**src/fwsr_defs.vh**
```
// Constants for the flash write and status controller
`ifndef FWSR_DEFS_VH
`define FWSR_DEFS_VH
// ==========================================================================
// APB register offsets
`define FWSR_REG_CTRL      12'h000
`define FWSR_REG_ADDR      12'h004
`define FWSR_REG_DATA      12'h008
`define FWSR_REG_STATUS    12'h00c
`define FWSR_REG_RDATA     12'h010
`define FWSR_REG_SECTOR    12'h014
// ==========================================================================
// Control register fields and commands
`define FWSR_CMD_W         4
`define FWSR_CMD_READ      4'h1
`define FWSR_CMD_RESET     4'h2
`define FWSR_CMD_PROGRAM   4'h3
`define FWSR_CMD_CHIP_ERS  4'h4
`define FWSR_CMD_SECT_ERS  4'h5
`define FWSR_CMD_SUSPEND   4'h6
`define FWSR_CMD_RESUME    4'h7
`define FWSR_CMD_AUTOSEL   4'h8
`define FWSR_CMD_BYP_ENTER 4'h9
`define FWSR_CMD_BYP_PROG  4'ha
`define FWSR_CMD_BYP_EXIT  4'hb
`define FWSR_CMD_POLL      4'hc
// ==========================================================================
// Status register bit positions
`define FWSR_ST_BUSY       0
`define FWSR_ST_DONE       1
`define FWSR_ST_FAIL       2
`define FWSR_ST_RDY        3
`define FWSR_ST_BYPASS     4
`define FWSR_ST_SUSP       5
`define FWSR_ST_AUTOSEL    6
// ==========================================================================
// Flash command data values and unlock addresses
`define FWSR_UNLOCK1_ADDR  20'h00555
`define FWSR_UNLOCK2_ADDR  20'h002aa
`define FWSR_D_AA          8'haa
`define FWSR_D_55          8'h55
`define FWSR_D_RESET       8'hf0
`define FWSR_D_AUTOSEL     8'h90
`define FWSR_D_PROGRAM     8'ha0
`define FWSR_D_BYPASS      8'h20
`define FWSR_D_ERASE       8'h80
`define FWSR_D_CHIP        8'h10
`define FWSR_D_SECTOR      8'h30
`define FWSR_D_SUSPEND     8'hb0
`define FWSR_D_RESUME      8'h30
`define FWSR_D_BYP_EXIT2   8'h00
// ==========================================================================
// Sector field of the flash address
`define FWSR_SECT_HI       18
`define FWSR_SECT_LO       12
// ==========================================================================
// Bus cycle timing, in clock cycles of 50 ns
`define FWSR_CYC_SETUP     2
`define FWSR_CYC_STROBE    2
`define FWSR_CYC_READ      2
`define FWSR_CYC_HOLD      1
`endif

```
**src/fwsr_cycle.v**
```verilog
// One asynchronous flash bus cycle, read or write, sequenced by pclk
`timescale 1ns/100ps
`include "fwsr_defs.vh"
module fwsr_cycle #(
  parameter AW = 20,
  parameter DW = 8
) (
  input  wire          pclk,
  input  wire          presetn,
  input  wire          start,
  input  wire          wr,
  input  wire [AW-1:0] addr,
  input  wire [DW-1:0] wdata,
  output wire          done,
  output reg  [DW-1:0] rdata_r,
  output reg  [AW-1:0] fl_addr_r,
  output reg  [DW-1:0] fl_dq_out_r,
  output reg           fl_dq_oe_r,
  input  wire [DW-1:0] fl_dq_in,
  output reg           fl_chip_sel_n_r,
  output reg           fl_write_en_n_r,
  output reg           fl_out_en_n_r
);
  localparam S_IDLE  = 4'b0001;
  localparam S_SETUP = 4'b0010;
  localparam S_PULSE = 4'b0100;
  localparam S_HOLD  = 4'b1000;

  reg [3:0]    state_r;
  reg [3:0]    cnt_r;
  reg          wr_r;
  reg [DW-1:0] dq_s1_r;
  reg [DW-1:0] dq_s2_r;

  assign done = (state_r == S_HOLD) && (cnt_r == 4'h0);

  // ==========================================================================
  // Data pin synchroniser
  always @(posedge pclk or negedge presetn) begin
    if (!presetn) begin
      dq_s1_r <= {DW{1'b0}};
      dq_s2_r <= {DW{1'b0}};
    end else begin
      dq_s1_r <= fl_dq_in;
      dq_s2_r <= dq_s1_r;
    end
  end

  // ==========================================================================
  // Cycle sequencer: address set first, strobe, then data kept past the rising strobe
  always @(posedge pclk or negedge presetn) begin
    if (!presetn) begin
      state_r         <= S_IDLE;
      cnt_r           <= 4'h0;
      wr_r            <= 1'b0;
      rdata_r         <= {DW{1'b0}};
      fl_addr_r       <= {AW{1'b0}};
      fl_dq_out_r     <= {DW{1'b0}};
      fl_dq_oe_r      <= 1'b0;
      fl_chip_sel_n_r <= 1'b1;
      fl_write_en_n_r <= 1'b1;
      fl_out_en_n_r   <= 1'b1;
    end else begin
      case (state_r)
        S_IDLE: begin
          if (start) begin
            wr_r            <= wr;
            fl_addr_r       <= addr;
            fl_dq_out_r     <= wdata;
            fl_dq_oe_r      <= wr;
            fl_chip_sel_n_r <= 1'b0;
            cnt_r           <= 4'd`FWSR_CYC_SETUP;
            state_r         <= S_SETUP;
          end
        end
        S_SETUP: begin
          if (cnt_r == 4'h0) begin
            // Address is stable before the later falling strobe
            fl_write_en_n_r <= ~wr_r;
            fl_out_en_n_r   <= wr_r;
            cnt_r           <= wr_r ? 4'd`FWSR_CYC_STROBE : 4'd`FWSR_CYC_READ + 4'd2;
            state_r         <= S_PULSE;
          end else begin
            cnt_r <= cnt_r - 4'h1;
          end
        end
        S_PULSE: begin
          if (cnt_r == 4'h0) begin
            // Data stays driven through the first rising strobe
            if (!wr_r)
              rdata_r <= dq_s2_r;
            fl_write_en_n_r <= 1'b1;
            fl_out_en_n_r   <= 1'b1;
            cnt_r           <= 4'd`FWSR_CYC_HOLD;
            state_r         <= S_HOLD;
          end else begin
            cnt_r <= cnt_r - 4'h1;
          end
        end
        S_HOLD: begin
          if (cnt_r == 4'h0) begin
            fl_chip_sel_n_r <= 1'b1;
            fl_dq_oe_r      <= 1'b0;
            state_r         <= S_IDLE;
          end else begin
            cnt_r <= cnt_r - 4'h1;
          end
        end
        default: state_r <= S_IDLE;
      endcase
    end
  end
endmodule

```
**src/fwsr_host.v**
```verilog
// Host controller issuing flash command sequences and status polls from APB
//
// The implementer's own choices: the address map and the APB interface to the registers.
`timescale 1ns/100ps
`include "fwsr_defs.vh"
module fwsr_host #(
  parameter AW = 20,
  parameter DW = 8
) (
  input  wire          pclk,
  input  wire          presetn,
  input  wire          psel,
  input  wire          penable,
  input  wire          pwrite,
  input  wire [11:0]   paddr,
  input  wire [31:0]   pwdata,
  output reg  [31:0]   prdata,
  output wire          pready,
  output wire          pslverr,
  output wire [AW-1:0] fl_addr,
  output wire [DW-1:0] fl_dq_out,
  output wire          fl_dq_oe,
  input  wire [DW-1:0] fl_dq_in,
  output wire          fl_chip_sel_n,
  output wire          fl_write_en_n,
  output wire          fl_out_en_n,
  input  wire          ready_busy_in
);
  localparam S_IDLE = 6'b000001;
  localparam S_SEQ  = 6'b000010;
  localparam S_WAIT = 6'b000100;
  localparam S_POLL = 6'b001000;
  localparam S_CHK  = 6'b010000;
  localparam S_FIN  = 6'b100000;

  reg [5:0]     state_r;
  reg [3:0]     cmd_r;
  reg [2:0]     step_r;
  reg [AW-1:0]  addr_r, cyc_addr_r, cyc_addr_nxt;
  reg [DW-1:0]  data_r, rd_r, prev_r, cyc_data_r, cyc_data_nxt;
  reg           have_prev_r, done_r, fail_r, bypass_r, susp_r, autosel_r, chk_ok_r;
  reg           rb_s1_r, rb_s2_r, cyc_start_r, cyc_wr_r, last_r, poll_r;
  reg           cyc_wr_nxt, last_nxt, poll_nxt;
  wire          cyc_done, busy, wr_en, ctrl_wr;
  wire [DW-1:0] cyc_rdata;
  assign busy    = (state_r != S_IDLE);
  assign pready  = 1'b1;
  assign pslverr = 1'b0;
  assign wr_en   = psel && penable && pwrite;
  assign ctrl_wr = wr_en && (paddr == `FWSR_REG_CTRL) && !busy;
  // Sector number of a flash address
  function [6:0] sect_of;
    input [AW-1:0] a;
    begin
      sect_of = a[`FWSR_SECT_HI:`FWSR_SECT_LO];
    end
  endfunction

  // ==========================================================================
  // Ready/busy pin synchroniser
  always @(posedge pclk or negedge presetn) begin
    if (!presetn) begin
      rb_s1_r <= 1'b1;
      rb_s2_r <= 1'b1;
    end else begin
      rb_s1_r <= ready_busy_in;
      rb_s2_r <= rb_s1_r;
    end
  end

  // ==========================================================================
  // Bus cycle engine
  fwsr_cycle #(.AW(AW), .DW(DW)) fwsr_cycle_i (
    .pclk(pclk), .presetn(presetn), .start(cyc_start_r), .wr(cyc_wr_r), .addr(cyc_addr_r), .wdata(cyc_data_r),
    .done(cyc_done), .rdata_r(cyc_rdata), .fl_addr_r(fl_addr), .fl_dq_out_r(fl_dq_out), .fl_dq_oe_r(fl_dq_oe),
    .fl_dq_in(fl_dq_in), .fl_chip_sel_n_r(fl_chip_sel_n), .fl_write_en_n_r(fl_write_en_n),
    .fl_out_en_n_r(fl_out_en_n));

  // ==========================================================================
  // Command sequence table: cycle for each step of each command
  always @* begin
    cyc_wr_nxt   = 1'b1;
    cyc_addr_nxt = `FWSR_UNLOCK1_ADDR;
    cyc_data_nxt = `FWSR_D_AA;
    last_nxt     = 1'b0;
    poll_nxt     = 1'b0;
    case (step_r)
      3'd1, 3'd4: begin
        cyc_addr_nxt = `FWSR_UNLOCK2_ADDR;
        cyc_data_nxt = `FWSR_D_55;
      end
      3'd2: cyc_data_nxt = `FWSR_D_ERASE;
      3'd5: begin
        last_nxt     = 1'b1;
        poll_nxt     = 1'b1;
        cyc_data_nxt = (cmd_r == `FWSR_CMD_SECT_ERS) ? `FWSR_D_SECTOR : `FWSR_D_CHIP;
        if (cmd_r == `FWSR_CMD_SECT_ERS)
          cyc_addr_nxt = addr_r;
      end
      default: cyc_data_nxt = `FWSR_D_AA;
    endcase
    case (cmd_r)
      `FWSR_CMD_READ, `FWSR_CMD_POLL: begin
        cyc_wr_nxt   = 1'b0;
        cyc_addr_nxt = addr_r;
        last_nxt     = 1'b1;
      end
      `FWSR_CMD_RESET, `FWSR_CMD_SUSPEND: begin
        cyc_data_nxt = (cmd_r == `FWSR_CMD_RESET) ? `FWSR_D_RESET : `FWSR_D_SUSPEND;
        last_nxt     = 1'b1;
      end
      `FWSR_CMD_RESUME: begin
        cyc_data_nxt = `FWSR_D_RESUME;
        last_nxt     = 1'b1;
        poll_nxt     = 1'b1;
      end
      `FWSR_CMD_BYP_PROG: begin
        cyc_data_nxt = (step_r == 3'd0) ? `FWSR_D_PROGRAM : data_r;
        cyc_addr_nxt = (step_r == 3'd0) ? `FWSR_UNLOCK1_ADDR : addr_r;
        last_nxt     = (step_r == 3'd1);
        poll_nxt     = (step_r == 3'd1);
      end
      `FWSR_CMD_BYP_EXIT: begin
        cyc_data_nxt = (step_r == 3'd0) ? `FWSR_D_AUTOSEL : `FWSR_D_BYP_EXIT2;
        last_nxt     = (step_r == 3'd1);
      end
      `FWSR_CMD_PROGRAM, `FWSR_CMD_AUTOSEL, `FWSR_CMD_BYP_ENTER: begin
        if (step_r == 3'd2)
          cyc_data_nxt = (cmd_r == `FWSR_CMD_PROGRAM) ? `FWSR_D_PROGRAM :
                         (cmd_r == `FWSR_CMD_AUTOSEL) ? `FWSR_D_AUTOSEL : `FWSR_D_BYPASS;
        if (step_r == 3'd3) begin
          cyc_wr_nxt   = (cmd_r == `FWSR_CMD_PROGRAM);
          cyc_addr_nxt = addr_r;
          cyc_data_nxt = data_r;
          poll_nxt     = (cmd_r == `FWSR_CMD_PROGRAM);
        end
        last_nxt = (cmd_r == `FWSR_CMD_BYP_ENTER) ? (step_r == 3'd2) : (step_r == 3'd3);
      end
      default: cyc_data_nxt = cyc_data_nxt;
    endcase
  end

  // ==========================================================================
  // Sequencer and status polling
  always @(posedge pclk or negedge presetn) begin
    if (!presetn) begin
      state_r     <= S_IDLE;
      cmd_r       <= 4'h0;
      step_r      <= 3'd0;
      addr_r      <= {AW{1'b0}};
      data_r      <= {DW{1'b0}};
      rd_r        <= {DW{1'b0}};
      prev_r      <= {DW{1'b0}};
      have_prev_r <= 1'b0;
      done_r      <= 1'b0;
      fail_r      <= 1'b0;
      bypass_r    <= 1'b0;
      susp_r      <= 1'b0;
      autosel_r   <= 1'b0;
      chk_ok_r    <= 1'b0;
      cyc_start_r <= 1'b0;
      cyc_wr_r    <= 1'b0;
      cyc_addr_r  <= {AW{1'b0}};
      cyc_data_r  <= {DW{1'b0}};
      last_r      <= 1'b0;
      poll_r      <= 1'b0;
    end else begin
      cyc_start_r <= 1'b0;
      if (!busy && wr_en && paddr == `FWSR_REG_ADDR)
        addr_r <= pwdata[AW-1:0];
      if (!busy && wr_en && paddr == `FWSR_REG_DATA)
        data_r <= pwdata[DW-1:0];
      case (state_r)
        S_IDLE: begin
          if (ctrl_wr) begin
            cmd_r       <= pwdata[`FWSR_CMD_W-1:0];
            step_r      <= 3'd0;
            done_r      <= 1'b0;
            fail_r      <= 1'b0;
            have_prev_r <= 1'b0;
            // Bypass program refused outside bypass mode, resume outside suspend
            if ((pwdata[`FWSR_CMD_W-1:0] == `FWSR_CMD_BYP_PROG && !bypass_r) ||
                (pwdata[`FWSR_CMD_W-1:0] == `FWSR_CMD_RESUME && !susp_r) ||
                pwdata[`FWSR_CMD_W-1:0] == 4'h0 || pwdata[`FWSR_CMD_W-1:0] > `FWSR_CMD_POLL) begin
              fail_r <= 1'b1;
              done_r <= 1'b1;
            end else begin
              state_r <= S_SEQ;
            end
          end
        end
        S_SEQ: begin
          cyc_wr_r    <= cyc_wr_nxt;
          cyc_addr_r  <= cyc_addr_nxt;
          cyc_data_r  <= cyc_data_nxt;
          last_r      <= last_nxt;
          poll_r      <= poll_nxt;
          cyc_start_r <= 1'b1;
          state_r     <= S_WAIT;
        end
        S_WAIT: begin
          if (cyc_done) begin
            step_r <= step_r + 3'd1;
            if (!last_r) begin
              state_r <= S_SEQ;
            end else begin
              rd_r <= cyc_rdata;
              if (cmd_r == `FWSR_CMD_RESET || cmd_r == `FWSR_CMD_AUTOSEL)
                autosel_r <= (cmd_r == `FWSR_CMD_AUTOSEL);
              // Only bypass exit leaves bypass mode, a plain reset does not
              if (cmd_r == `FWSR_CMD_BYP_ENTER || cmd_r == `FWSR_CMD_BYP_EXIT)
                bypass_r <= (cmd_r == `FWSR_CMD_BYP_ENTER);
              if (cmd_r == `FWSR_CMD_SUSPEND || cmd_r == `FWSR_CMD_RESUME)
                susp_r <= (cmd_r == `FWSR_CMD_SUSPEND);
              // Polling starts after the final write strobe has risen
              state_r <= poll_r ? S_POLL : S_FIN;
            end
          end
        end
        S_POLL: begin
          cyc_wr_r    <= 1'b0;
          cyc_addr_r  <= addr_r;
          cyc_start_r <= 1'b1;
          state_r     <= S_CHK;
        end
        S_CHK: begin
          if (cyc_done) begin
            have_prev_r <= 1'b1;
            prev_r      <= cyc_rdata;
            rd_r        <= cyc_rdata;
            // Bit 6 stopped inverting: operation over
            if (have_prev_r && (cyc_rdata[6] == prev_r[6])) begin
              if (chk_ok_r) begin
                state_r <= S_FIN;
              end else begin
                chk_ok_r <= 1'b1;
                state_r  <= S_POLL;
              end
            end else if (have_prev_r && prev_r[5] && cyc_rdata[5]) begin
              fail_r  <= 1'b1;
              state_r <= S_FIN;
            end else begin
              chk_ok_r <= 1'b0;
              state_r  <= S_POLL;
            end
          end
        end
        S_FIN: begin
          done_r   <= 1'b1;
          chk_ok_r <= 1'b0;
          state_r  <= S_IDLE;
        end
        default: state_r <= S_IDLE;
      endcase
    end
  end

  // ==========================================================================
  // APB read mux
  always @* begin
    case (paddr)
      `FWSR_REG_CTRL:   prdata = {28'h0000000, cmd_r};
      `FWSR_REG_ADDR:   prdata = {{(32-AW){1'b0}}, addr_r};
      `FWSR_REG_DATA:   prdata = {{(32-DW){1'b0}}, data_r};
      `FWSR_REG_STATUS: prdata = {25'h0000000, autosel_r, susp_r, bypass_r, rb_s2_r, fail_r, done_r, busy};
      `FWSR_REG_RDATA:  prdata = {{(32-DW){1'b0}}, rd_r};
      `FWSR_REG_SECTOR: prdata = {25'h0000000, sect_of(addr_r)};
      default:          prdata = 32'h0000_0000;
    endcase
  end
endmodule

```
**config.mk**
```make
export PLATFORM = sky130hd
export DESIGN_NAME = fwsr_host
export DESIGN_NICKNAME = d
export VERILOG_FILES = /design/src/fwsr_cycle.v /design/src/fwsr_host.v
export VERILOG_INCLUDE_DIRS = /design/src /design/src/src
export SDC_FILE = /design/constraint.sdc
export NUM_CORES = 1
export LEC_CHECK = 0
export BUFFER_PORTS_ARGS = -buffer_cell sky130_fd_sc_hd__buf_2
export CELL_PAD_IN_SITES_DETAIL_PLACEMENT = 1
export CELL_PAD_IN_SITES_GLOBAL_PLACEMENT = 2
export CORE_MARGIN = 4
export CORE_UTILIZATION = 25
export CTS_BUF_LIST = sky130_fd_sc_hd__clkbuf_4 sky130_fd_sc_hd__clkbuf_8
export DETAILED_ROUTE_END_ITERATION = 8
export PLACE_DENSITY = 0.62
export SKIP_LAST_GASP = 1
export SYNTH_ARGS = -nofsm -noshare
export SYNTH_HDL_FRONTEND = slang
export SYNTH_HIERARCHICAL = 1
export SYNTH_SLANG_ARGS = --single-unit
```
**constraint.sdc**
```tcl
create_clock -name pclk -period 3.1 [get_ports pclk]
set_input_delay 0.31 -clock pclk [delete_from_list [all_inputs] [get_ports pclk]]
set_output_delay 0.31 -clock pclk [all_outputs]
set_load 0.05 [all_outputs]
```
==> flow_summary_export.csv <==
group,metric,value,unit
placement,hpwl,17000,um
sta,rsz0062_at_grt,"false",
final_layout,nNetsFinal,877,
final_layout,drive_gt1_frac,0.288,
clock_tree,htreeDepth,4,
sta,max_freq,0.357,GHz
route,vias,5703,
min_path,min_path_type,"input pin to flop",
critical_path,path_common_cell,"buf_2",
route,drtPass1Iterations,4,
floorplanning,num_rows,63,
clock_tree,clk_pin_slew_worst_paths,0.09,ns
critical_path,crit_path_end_kind,"output port",
clock_tree,cts.sinks,157,
critical_path,worstPathRequired,2.79,ns
sta,relSlewSlack,0.480,
clock_tree,cts_buffer_depth,2,
critical_path,r2r_slack,0.45,ns
floorplanning,die_h,181,um
floorplanning,initial_utilization,0.253,
floorplanning,ioPinCount,124,
clock_tree,cts_tree,"yes",
route,via_per_inst,4.69,
logic_synthesis,async_flop_share,1.00,
sta,final-setup-viol-count,0,
critical_path,crit_buf_inv,2,
floorplanning,die_x,181,um
logic_synthesis,seq_area_frac_synth,0.526,
critical_path,path_cells,"buf_2, or4_1, nor3_1, and3_1, a22o_1, a21o_1, buf_2",
route,antenna_left,0,
global_route,grt_pass1_vias,6057,
pwr,powerDensity,429,nW/um^2
logic_synthesis,synth_cell_types,73,
clock_tree,root_buffer,"clkbuf_8",
critical_path,cp.arrival,2.49,ns
global_route,antenna_found_initial,1,
route,route.detailed.drc,0,
critical_path,cp_max_fo,9,
floorplanning,fp.dieArea,32800,um^2
global_route,track_usage,0.140,
global_route,grt_pass1_wl,36000,um
route,wl,22700,um
final_layout,layout_common_cells,"150 x dfrtp_1, 123 x nand2_1, 96 x buf_2, 44 x mux2_2, 31 x buf_4",
logic_synthesis,synth_seq_cells,157,
min_path,min_to,"addr_r[18]",
sta,post-route-period-util,0.904,
logic_synthesis,yosysTopAreaCell,"dfrtp_1",
logic_synthesis,synth_edf_count,0,
floorplanning,coreArea,29600,um^2
logic_synthesis,yosys-top-cells-area,"dfrtp_1 50%, mux2_2 6.6%, nand2_1 6.2%",
final_layout,syn_to_final_growth,20.2,%
sta,clock_skew,0.0271,ns
critical_path,crit_type,"input pin to output port",
logic_synthesis,postSynthAreaPerCell,10.7,um^2
sta,hold_violations,0,
sta,slew_violations,0,
critical_path,timing.rr.start,"step_r[0]",
global_route,grt.overflow.total,0,
clock_tree,ctsResizeCount,0,
pwr,vdd_ir_drop_max,225,uV
critical_path,reg2reg_to,"cyc_addr_r[5]",
critical_path,r2r_cells,9,
final_layout,n_antenna_cell,0,
clock_tree,cts_inserted_buffers,17,
clock_tree,hold_buffers,10,
logic_synthesis,synth_flop_cell,"dfrtp_1",
placement,io_buffers,97,
global_route,grt_max_degree,57,
clock_tree,clock_latency,0.46,ns
outcome,status,"finished, final reports clean",
sta,worst_pin_slew,0.775,ns
placement,gp_congestion,0.799,
final_layout,final_core_util,0.305,
final_layout,mostFrequentLayoutCell,"dfrtp_1",
clock_tree,post_cts.repair.setup_buffers,0,
logic_synthesis,synth_top_area_frac,0.501,
route,routedWlPerCell,18.7,um
critical_path,crit_slowest_cell,"or4_1",
sta,fin_tns_setup,0,ns
min_path,min-delay-start,"pwdata[18]",
logic_synthesis,synth_area,7490,um^2
pwr,leakagePower,4.54,nW
logic_synthesis,synthCells,698,
critical_path,max_stage_delay,0.56,ns
route,dr.first_iter.drc_count,333,
critical_path,cp_top_family,"simple AND/OR/NAND/NOR gates",
critical_path,critPathLaunchType,"input pin",
min_path,worstHoldPathCells,2,
sta,fin_crit,2.80,ns
logic_synthesis,synth-warning-count,6,
flow_run,maxCapViolations,0,
worst max path at each step:
stage,cells past startpoint,startpoint,end
3_3_place_gp,6,paddr[10],data_r[4]
6_report,7,paddr[10],prdata[3]
4_1_cts,5,cmd_r[1],prdata[1]
3_5_place_dp,6,paddr[10],data_r[7]
2_1_floorplan,5,paddr[10],prdata[5]
5_1_grt,6,state_r[2],prdata[0]
cells in the mapped netlist, drive strengths merged (10+ instances only):
library cell / number
a21oi: 15
a221o: 12
a22o: 16
and3: 20
buf: 25
clkbuf: 32
dfrtp: 150
inv: 20
mux2: 52
nand2: 123
nand3: 10
nor2: 22
nor2b: 10
nor3: 12
o21ai: 29
power by group:
group / switching, mW / internal, mW
Clock: 0.798 / 0.846
Sequential: 0.00417 / 2.06
Combinational: 0.110 / 0.0430
layer usage:
metal	share of wire	global-route usage	vias up	routed length, um
li1	-	-	2702	-
met1	0.48	0.196	2884	10900
met2	0.47	0.223	100	10700
met3	0.033	0.0262	15	747
met4	0.015	0.0390	2	336
met5	0.00057	0	-	13
layout make-up:
class	instances	area [um^2]
clock buffer	22	272
timing repair buffer	140	865
clock inverter	10	139
fill	3362	20600
inverter	20	75.1
multi-input combinational	476	3230
tap	390	488
sequential	157	3940
through the flow:
stage	instances	hold slack [ns]	instance area [um^2]	power, mW	setup slack (ns)
6_report	1215	0.0857	9000	3.86	0.297
5_1_grt	1215	0.0654	9000	4.04	0.223
4_1_cts	1215	0.0544	9000	3.94	0.288
3_5_place_dp	1173	0.289	8490	2.25	0.328
3_3_place_gp	1173	0.288	8490	2.25	0.352
2_1_floorplan	710	0.0144	7530	2.17	0.444
registers in the layout, summed over array words and instances, names as in the netlist, 2 cells and up:
signal	count
addr_r	20
cyc_addr_r	20
fwsr_cycle_i/fl_addr_r	20
cyc_data_r	8
data_r	8
fwsr_cycle_i/dq_s1_r	8
fwsr_cycle_i/dq_s2_r	8
fwsr_cycle_i/fl_dq_out_r	8
fwsr_cycle_i/rdata_r	8
rd_r	8
state_r	6
cmd_r	4
fwsr_cycle_i/cnt_r	4
fwsr_cycle_i/state_r	4
step_r	3
prev_r	2
kinds of logic after synthesis:
group,share of synthesized area
mux,0.106
fa+ha+maj,0.0117
xor+xnor,0.00234
buf+inv,0.0500
simple gates,0.173
flops,0.526
other cells,0.00100
compound gates,0.129
No activity file was read; power rests on OpenSTA's default activity.
